[src/uirq_map.svh]
// register offsets, field positions and reset values of the usb interrupt wrapper
`ifndef UIRQ_MAP_SVH
`define UIRQ_MAP_SVH

// ==========================================================
// byte offsets on the register bus
`define UIRQ_OFS_CTRL      6'h00
`define UIRQ_OFS_SRC       6'h20
`define UIRQ_OFS_SRC_SET   6'h24
`define UIRQ_OFS_SRC_CLR   6'h28
`define UIRQ_OFS_MSK       6'h2C
`define UIRQ_OFS_MSK_SET   6'h30
`define UIRQ_OFS_MSK_CLR   6'h34
`define UIRQ_OFS_MASKED    6'h38

// ==========================================================
// field positions
`define UIRQ_CORE_MSB      24
`define UIRQ_CORE_LSB      16
`define UIRQ_VBUS_BIT      24
`define UIRQ_RX_MSB        12
`define UIRQ_RX_LSB        9
`define UIRQ_TX_MSB        4
`define UIRQ_TX_LSB        1
`define UIRQ_EP0_BIT       0
`define UIRQ_SEL_BIT       0

// ==========================================================
// implemented bits and reset values
`define UIRQ_VALID         32'h01FF1E1F
`define UIRQ_SRC_RST       32'h00000000
`define UIRQ_MSK_RST       32'h00000000
`define UIRQ_CTRL_RST      32'h00000000

`endif

[src/uirq_pkg.sv]
// types shared by the usb interrupt wrapper modules
package uirq_pkg;

   typedef logic [31:0] uirq_word_t;

   typedef enum logic [1:0] {
      UIRQ_ST_IDLE = 2'b01,
      UIRQ_ST_ACK  = 2'b10
   } uirq_bus_e;

endpackage

[src/uirq_if.sv]
// carrier between the register front end and the two bit banks
interface uirq_if (
   input wire logic clk,
   input wire logic rstn
);
   import uirq_pkg::*;

   uirq_word_t src_set;
   uirq_word_t src_clr;
   uirq_word_t msk_set;
   uirq_word_t msk_clr;
   uirq_word_t src;
   uirq_word_t msk;

   modport regs     (input clk, input rstn, output src_set, output src_clr,
                     output msk_set, output msk_clr, input src, input msk);
   modport src_bank (input clk, input rstn, input src_set, input src_clr, output src);
   modport msk_bank (input clk, input rstn, input msk_set, input msk_clr, output msk);
endinterface

[src/uirq_src_bank.sv]
// sticky interrupt source bits, set by hardware or software, cleared by software
`include "uirq_map.svh"

module uirq_src_bank
   import uirq_pkg::*;
(
   uirq_if.src_bank bus
);

   uirq_word_t src_q;

   // ==========================================================
   // one flop per implemented bit
   genvar i;
   generate
      for (i = 0; i < 32; i++) begin : g_bit
         localparam uirq_word_t VALID = `UIRQ_VALID;
         if (VALID[i]) begin : g_imp
            logic bit_q;
            // a set in the clearing cycle wins
            always_ff @(posedge bus.clk) begin
               if (!bus.rstn) begin
                  bit_q <= 1'b0;
               end else if (bus.src_set[i]) begin
                  bit_q <= 1'b1;
               end else if (bus.src_clr[i]) begin
                  bit_q <= 1'b0;
               end
            end
            // one driver kind per bit of the word
            assign src_q[i] = bit_q;
         end else begin : g_rsv
            assign src_q[i] = 1'b0;
         end
      end
   endgenerate

   assign bus.src = src_q;
endmodule

[src/uirq_msk_bank.sv]
// mask bits, changed only by the set and clear strobes
`include "uirq_map.svh"

module uirq_msk_bank
   import uirq_pkg::*;
(
   uirq_if.msk_bank bus
);

   uirq_word_t msk_q;

   // ==========================================================
   // one flop per implemented bit, same position as its source
   genvar i;
   generate
      for (i = 0; i < 32; i++) begin : g_bit
         localparam uirq_word_t VALID = `UIRQ_VALID;
         if (VALID[i]) begin : g_imp
            logic bit_q;
            always_ff @(posedge bus.clk) begin
               if (!bus.rstn) begin
                  bit_q <= 1'b0;
               end else if (bus.msk_set[i]) begin
                  bit_q <= 1'b1;
               end else if (bus.msk_clr[i]) begin
                  bit_q <= 1'b0;
               end
            end
            assign msk_q[i] = bit_q;
         end else begin : g_rsv
            assign msk_q[i] = 1'b0;
         end
      end
   endgenerate

   assign bus.msk = msk_q;
endmodule

[src/uirq_top.sv]
// usb interrupt acknowledge and mask wrapper behind an avalon-mm slave
//
// Operation
// - one clears matching core event source
// - one clears matching receive endpoint source
// - one clears matching transmit endpoint source
// - bit zero one clears control endpoint
// - masks never touch raw source bits
// - mask bits align with source bits
// - mask fields: core, rx, tx, ep0
// - mask register ignores direct writes
// - one sets core event mask bit
// - mask set read returns mask register
// - endpoint mask set ones enable individually
// - core bits 23-16 general, 24 power
// - source clear read returns source register
// - mask clear ones disable mask bits
// - masked status is source and mask
//
// Design decisions made here: the Avalon-MM interface to the registers and the placing of the registers.
`include "uirq_map.svh"

module uirq_top
   import uirq_pkg::*;
(
   input  wire logic        clk,
   input  wire logic        rstn,
   input  wire logic [5:0]  avs_address,
   input  wire logic        avs_read,
   input  wire logic        avs_write,
   input  wire logic [31:0] avs_writedata,
   input  wire logic [3:0]  avs_byteenable,
   output logic      [31:0] avs_readdata,
   output logic             avs_waitrequest,
   input  wire logic [7:0]  core_general_irq,
   input  wire logic        bus_power_drive_irq,
   input  wire logic [3:0]  rx_endpoint_irq,
   input  wire logic [3:0]  tx_endpoint_irq,
   input  wire logic        control_endpoint_irq,
   output logic             core_irq_select,
   output logic             irq
);

   // ==========================================================
   // declarations
   uirq_if bus (.clk(clk), .rstn(rstn));

   uirq_bus_e  state_q;
   logic       wait_q;
   uirq_word_t rdata_q;
   uirq_word_t ctrl_q;
   logic       irq_q;

   logic       req;
   logic       commit_wr;
   uirq_word_t lane_mask;
   uirq_word_t wdata_m;
   uirq_word_t hw_set;
   uirq_word_t masked;
   uirq_word_t rd_mux;

   // ==========================================================
   // bit banks
   uirq_src_bank u_src (
      .bus (bus.src_bank)
   );

   uirq_msk_bank u_msk (
      .bus (bus.msk_bank)
   );

   // ==========================================================
   // hardware event mapping
   // bit 24 power drive, 23..16 general core events
   assign hw_set = {7'h00,
                    bus_power_drive_irq,
                    core_general_irq,
                    3'h0,
                    rx_endpoint_irq,
                    4'h0,
                    tx_endpoint_irq,
                    control_endpoint_irq};

   // ==========================================================
   // bus handshake: one wait state on every access
   assign req = avs_read | avs_write;

   always_ff @(posedge clk) begin
      if (!rstn) begin
         state_q <= UIRQ_ST_IDLE;
      end else begin
         case (state_q)
            UIRQ_ST_IDLE: begin
               if (req) begin
                  state_q <= UIRQ_ST_ACK;
               end
            end
            UIRQ_ST_ACK: begin
               state_q <= UIRQ_ST_IDLE;
            end
            default: begin
               state_q <= UIRQ_ST_IDLE;
            end
         endcase
      end
   end

   // waitrequest drops for exactly the cycle that ends the access
   always_ff @(posedge clk) begin
      if (!rstn) begin
         wait_q <= 1'b1;
      end else begin
         wait_q <= !(state_q == UIRQ_ST_IDLE && req);
      end
   end

   // writes land only on the edge the master sees waitrequest low
   assign commit_wr = (state_q == UIRQ_ST_ACK) && avs_write;

   assign lane_mask = {{8{avs_byteenable[3]}},
                       {8{avs_byteenable[2]}},
                       {8{avs_byteenable[1]}},
                       {8{avs_byteenable[0]}}};

   assign wdata_m = avs_writedata & lane_mask & `UIRQ_VALID;

   // ==========================================================
   // strobes into the banks
   always_comb begin
      bus.src_set = hw_set;
      bus.src_clr = 32'h00000000;
      bus.msk_set = 32'h00000000;
      bus.msk_clr = 32'h00000000;
      if (commit_wr) begin
         case (avs_address)
            `UIRQ_OFS_SRC_SET: begin
               bus.src_set = hw_set | wdata_m;
            end
            `UIRQ_OFS_SRC_CLR: begin
               bus.src_clr = wdata_m;
            end
            `UIRQ_OFS_MSK_SET: begin
               bus.msk_set = wdata_m;
            end
            `UIRQ_OFS_MSK_CLR: begin
               bus.msk_clr = wdata_m;
            end
            default: begin
               // plain mask register write is dropped
               bus.msk_set = 32'h00000000;
            end
         endcase
      end
   end

   // ==========================================================
   // control register
   // endpoint fields stay live either way; the select only drives core_irq_select and its readback
   always_ff @(posedge clk) begin
      if (!rstn) begin
         ctrl_q <= `UIRQ_CTRL_RST;
      end else if (commit_wr && avs_address == `UIRQ_OFS_CTRL && avs_byteenable[0]) begin
         ctrl_q <= {31'h00000000, avs_writedata[`UIRQ_SEL_BIT]};
      end
   end

   // ==========================================================
   // read path
   assign masked = bus.src & bus.msk;

   always_comb begin
      case (avs_address)
         `UIRQ_OFS_CTRL:    rd_mux = ctrl_q;
         `UIRQ_OFS_SRC:     rd_mux = bus.src;
         `UIRQ_OFS_SRC_SET: rd_mux = bus.src;
         `UIRQ_OFS_SRC_CLR: rd_mux = bus.src;
         `UIRQ_OFS_MSK:     rd_mux = bus.msk;
         `UIRQ_OFS_MSK_SET: rd_mux = bus.msk;
         `UIRQ_OFS_MSK_CLR: rd_mux = bus.msk;
         `UIRQ_OFS_MASKED:  rd_mux = masked;
         default:           rd_mux = 32'h00000000;
      endcase
   end

   // data is captured one cycle early; no write can change it before the ack
   // edge because writes only commit there
   always_ff @(posedge clk) begin
      if (!rstn) begin
         rdata_q <= 32'h00000000;
      end else if (state_q == UIRQ_ST_IDLE && avs_read) begin
         rdata_q <= rd_mux;
      end
   end

   // ==========================================================
   // interrupt output
   always_ff @(posedge clk) begin
      if (!rstn) begin
         irq_q <= 1'b0;
      end else begin
         irq_q <= |masked;
      end
   end

   assign avs_readdata    = rdata_q;
   assign avs_waitrequest = wait_q;
   assign core_irq_select = ctrl_q[`UIRQ_SEL_BIT];
   assign irq             = irq_q;

   localparam uirq_word_t VALID = `UIRQ_VALID;
endmodule

[config.mk]
export PLATFORM = sky130hd
export DESIGN_NAME = uirq_top
export DESIGN_NICKNAME = d
export VERILOG_FILES = /design/src/uirq_pkg.sv /design/src/uirq_if.sv /design/src/uirq_src_bank.sv /design/src/uirq_msk_bank.sv /design/src/uirq_top.sv
export VERILOG_INCLUDE_DIRS = /design/src
export SDC_FILE = /design/constraint.sdc
export NUM_CORES = 1
export LEC_CHECK = 0
export ABC_AREA = 1
export BUFFER_PORTS_ARGS = -buffer_cell sky130_fd_sc_hd__clkbuf_2
export CAP_MARGIN = 20
export CELL_PAD_IN_SITES_DETAIL_PLACEMENT = 1
export CELL_PAD_IN_SITES_GLOBAL_PLACEMENT = 1
export CORE_ASPECT_RATIO = 1.1
export CORE_MARGIN = 4
export CORE_UTILIZATION = 32
export DETAILED_ROUTE_END_ITERATION = 16
export HOLD_SLACK_MARGIN = 0.03
export PLACE_DENSITY_LB_ADDON = 0.2
export SYNTH_ARGS = -nofsm -noshare
export SYNTH_HDL_FRONTEND = slang
export SYNTH_SLANG_ARGS = --single-unit
[constraint.sdc]
create_clock -name clk -period 1.5 [get_ports clk]
set_clock_uncertainty 0.1 [all_clocks]
set_input_delay 0 -clock clk [delete_from_list [all_inputs] [get_ports clk]]
set_output_delay 0 -clock clk [all_outputs]
set_load 0.005 [all_outputs]
# Word level (Yosys, flattened, before mapping)
# Index checks and enable logic that the tools add are counted.
dict set report totals {
  register_bits 73
  output_inout_bits 35
  word_cells 182
}
dict set report classes {
  reduce_logical 47
  mux 81
  n_bitwise 4
  eq_ne 9
}
# op n
set ops {}
lappend ops {{two-way mux 25 bit} 8}
lappend ops {{one-hot mux 25 bit (4 select lines)} 1}
lappend ops {{two-way mux 1 bit} 72}
lappend ops {{nonzero test 2 bit} 36}
lappend ops {{AND 25 bit} 2}
lappend ops {{== test 6 bit, second input constant} 7}
lappend ops {{OR reduction 32 bit} 1}
lappend ops {{bitwise OR 25 bit} 1}
lappend ops {{zero test 6 bit} 1}
lappend ops {{OR reduction 3 bit} 2}
lappend ops {{logical AND 1 bit} 5}
lappend ops {{== test 2 x 1 -> 1 bit, second input constant} 1}
lappend ops {{== test 2 bit, second input constant} 1}
lappend ops {{AND reduction 2 bit} 1}
lappend ops {{zero test 1 bit} 1}
lappend ops {{bitwise OR 1 bit} 1}

# Logic depth before layout (Yosys ltp)
dict set report depth {
  ltp_word 5
  ltp_mapped 9
}

# By module
# Synthesis repeated with hierarchy kept, for this count alone.
dict set report hier_totals {
  cells_unflattened 740
  area_unflattened_um2 5134.9
}
# module area_each_um2 n_inst seq_area_each_um2 cells_per_inst
set by_module_without_submodules {}
lappend by_module_without_submodules {uirq_top 3235.6 1 740.7 490}
lappend by_module_without_submodules {uirq_msk_bank 949.7 1 360.3 125}
lappend by_module_without_submodules {uirq_src_bank 949.7 1 360.3 125}

# Worst setup path after synthesis
# No wires, ideal clock.
dict set report synth_timing {
  path_type {register to register}
  from {register state_q[0]}
  to {register rdata_q[0] (netlist: avs_readdata[0])}
  required_ns 1.267
  path_stages_with_launch 9
  setup_slack_ns 0.106
  n_path_buf 1
  setup_time_ns 0.133
  synth_period_minus_slack_ns 1.394
  arrival_ns 1.161
  path_cell_list {dfxtp_1 inv_1 nor2_1 inv_1 nor2_2 inv_2 clkbuf_1 nand2_1 a21oi_2}
}
dict set report synth_between {
  elab_chain_cells 2
}
# element line_no
set synth_rtl {}
lappend synth_rtl {{start, declared} uirq_top.sv:48} ;# uirq_bus_e state_q;
lappend synth_rtl {{start signal, assigned} uirq_top.sv:90} ;# state_q <= UIRQ_ST_IDLE;
lappend synth_rtl {{start signal, assigned} uirq_top.sv:95} ;# state_q <= UIRQ_ST_ACK;
lappend synth_rtl {{start signal, assigned} uirq_top.sv:99} ;# state_q <= UIRQ_ST_IDLE;
lappend synth_rtl {{== test 2 x 1 -> 1 bit} uirq_top.sv:190} ;# end else if (state_q == UIRQ_ST_IDLE && avs_read) begin
lappend synth_rtl {{logical AND 1 bit} uirq_top.sv:190}
lappend synth_rtl {{end signal, assigned} uirq_top.sv:191} ;# rdata_q <= rd_mux;
lappend synth_rtl {{end, declared} uirq_top.sv:50} ;# uirq_word_t rdata_q;
# No other way between the ends.
# A chain may end at the register's enable or synchronous reset.

# Worst setup path after layout
dict set report layout_timing {
  from {register state_q[0]}
  to {register wait_q (netlist: avs_waitrequest)}
}
dict set report layout_between {
  elab_chain_cells 3
}
# element line_no
set layout_rtl {}
lappend layout_rtl {{== test 2 x 1 -> 1 bit} uirq_top.sv:113} ;# wait_q <= !(state_q == UIRQ_ST_IDLE && req);
lappend layout_rtl {{logical AND 1 bit} uirq_top.sv:113}
lappend layout_rtl {{zero test 1 bit} uirq_top.sv:113}
lappend layout_rtl {{end signal, assigned} uirq_top.sv:113}
lappend layout_rtl {{end, declared} uirq_top.sv:49} ;# logic wait_q;
# No other way between the ends.

==> impl_metrics.env <==
export IMPL_dp_cells=615
export IMPL_avgSynthCellArea_um2=6.96
export IMPL_met2_usage_pct=33.9
export IMPL_drive_above_1_share_pct=23.4
export IMPL_multiInputGateArea_um2=1660
export IMPL_final_cell_mix="nand2_1 (111), clkbuf_2 (70), dfxtp_1 (59)"
export IMPL_h_tree_depth=3
export IMPL_ys_ff_latch=59
export IMPL_drv_slew=0
export IMPL_cts_buffer_depth=2
export IMPL_crit_fanout=2
export IMPL_yosys_warnings=0
export IMPL_stdcell_count=673
export IMPL_cts_root_buf="clkbuf_8"
export IMPL_fin_crit_sh_pct=98.4
export IMPL_busiest_layer="met2"
export IMPL_grt_max_degree=58
export IMPL_hold_viol=0
export IMPL_setup_viol=0
export IMPL_row_count=37
export IMPL_layout_commonest_cell="nand2_1"
export IMPL_routed_wl_um=10100
export IMPL_grt_pass1_vias=3449
export IMPL_syn_to_final_growth_pct=35.7
export IMPL_holdPathStages=4
export IMPL_avgRoutedWirePerCell_um=15.1
export IMPL_grt_util_met3_pct=3.59
export IMPL_dpl_cell_area_um2=3500
export IMPL_critical_path_class="reg -> reg"
export IMPL_ff_latch_area_um2=1180
export IMPL_synthDominantCellAreaShare_pct=38.8
export IMPL_yosysSeqAreaShare_pct=38.8
export IMPL_clock_latency_ps=340
export IMPL_power_density_nw_per_um2=859
export IMPL_ant_nets=0
export IMPL_fin_area_um2=4130
export IMPL_rsz0062_at_grt="yes"
export IMPL_final_nets=615
export IMPL_yosys_area_top_type="dfxtp_1"
export IMPL_cp_arrival_ps=1610
export IMPL_route_vias_total=3318
export IMPL_fp_dieArea_um2=11100
export IMPL_synth_area_leaders="dfxtp_1 (39%), nand2_1 (14%), nand3_1 (8.7%)"
export IMPL_core_area_um2=9310
export IMPL_cp_start_kind="register"
export IMPL_path_clk_slew_ps=70
export IMPL_cts_inserted_buffers=9
export IMPL_portBuffers=70
export IMPL_vias_per_cell=4.93
export IMPL_die_y_um=110
export IMPL_chipWidth_um=101
export IMPL_required_ps=1630
export IMPL_grt_pass1_wl_um=16600
export IMPL_antenna_found_initial=0
export IMPL_max_cap_violations=0
export IMPL_grtUsageMet1_pct=23.6
export IMPL_power_leakage_uw=0.00166
export IMPL_start_util_pct=32.7
export IMPL_ir_drop_mv=0.462
export IMPL_clock_sinks=59
export IMPL_min_period_ps=1480
export IMPL_synth_cell_types=28
export IMPL_worstSetupEndpointType="register"
export IMPL_hold_path_class="in -> reg"
export IMPL_drt_iter0_markers=102
export IMPL_grt_usage_pct=19.0
export IMPL_remaining_drc_errors=0
export IMPL_synth_cells=437
export IMPL_netlist_area_um2=3040
export IMPL_num_antenna_cells=0
export IMPL_filler_cell_count=1204
export IMPL_hpwl_um=6630
export IMPL_drt_pass1_iterations=4
export IMPL_fmax_ghz=0.678
export IMPL_place_congestion=0.739
export IMPL_grt_overflow=0
export IMPL_io_pins=99
export IMPL_worstRegToRegCells=6
export IMPL_cts_tree="yes"
export IMPL_status="finished clean"
[power by group]
group / switching [µW] / total [µW] / internal, µW
Sequential: 35.4 / 1650 / 1610
Clock: 676 / 1480 / 805
Combinational: 229 / 418 / 189
[cells in the mapped netlist]
library cell  instances
buf_4                17
nor2_2                4
a21oi_1              47
a31oi_1               1
clkbuf_1              9
buf_6                 3
conb_1                1
nand4_1               4
nand3b_1              1
nand2_4               2
dfxtp_1              59
a21oi_2               9
nand2_2               1
buf_2                 2
or2_2                 2
nor3_1                1
inv_2                 4
nand2_1             112
nor2_1               46
nand3_2               1
inv_1                13
nor2_8                1
nand3_1              53
nor2_4                2
nand4_4               1
o21ai_0              38
nand3_4               2
or2_0                 1
[final timing paths]
| check | end | from | slack [ps] |
|---|---|---|---|
| worst max-delay path | avs_waitrequest$_SDFF_PN1_ | state_q[0]$_SDFFE_PN1N_ | 20 |
| worst min-delay path | ctrl_q[0]$_SDFFE_PN0P_ | rstn | 40 |
| worst max register to register | avs_waitrequest$_SDFF_PN1_ | state_q[0]$_SDFFE_PN1N_ | 20 |
| worst min register to register | avs_readdata[11]$_SDFFE_PN0P_ | avs_readdata[11]$_SDFFE_PN0P_ | 370 |
[metrics by stage]
| step | hold slack, ps | worst slack, ps | util, % | power [µW] | TNS [ps] |
|---|---|---|---|---|---|
| after global placement | 119 | 57.0 | 37.6 | 2000 | 0 |
| after floorplan | 0.353 | 106 | - | 1870 | 0 |
| final | 35.2 | 24.1 | 44.4 | 3550 | 0 |
| after global routing | 56.7 | -77.7 | 44.4 | 3710 | -893 |
| after detailed placement | 124 | -22.2 | 37.6 | 2010 | -26.7 |
| after CTS | 34.7 | 35.4 | 44.2 | 3560 | 0 |
[per-layer routing]
layer  wire (µm)  up-vias
li1            -     1659
met3         489       13
met2        5100       58
met1        4420     1588
met5           0        -
met4         124        0
[logic make-up (layout without fill, tap and decap cells)]
group	after synthesis	count (layout)	share of synthesized area (%)
and+or+nand+nor	234	234	35.4
AOI/OAI and AO/OA	95	95	16.8
other	1	14	0.123
buffers and inverters	48	154	8.84
DFF	59	59	38.8
[timing repair]
item / CTS / global route
gates cloned: 0 / 0
setup buffers: 0 / 1
pin swaps: 0 / 2
resized for setup: 1 / 12
hold buffers: 41 / 0
endpoints found under the setup margin: 10 / 30
hold endpoints to repair: 40 / 0
[registers in the layout (all words and copies together), names as in the netlist]
register and flops:
avs_readdata 18, u_msk.g_bit.g_imp.bit_q 18, u_src.g_bit.g_imp.bit_q 18, state_q 2, avs_waitrequest 1, ctrl_q 1
irq 1
[cell type report]
type | count | area share (%)
multi-input combinational | 343 | 40.2
clock inverter | 5 | 1.27
tap | 117 | 3.55
clock buffer | 11 | 3.42
sequential | 59 | 28.6
timing repair buffer | 121 | 21.5
inverter | 17 | 1.55
[worst max-delay path, cell delays in order, from the launching register on]
cell	delay, ps
dfxtp_1	310
inv_1	50
nor2_1	90
inv_1	70
nor2_2	100
o21ai_0	90
dlygate4sd3_1	560
Note: power is estimated with default switching activity, not from simulation.
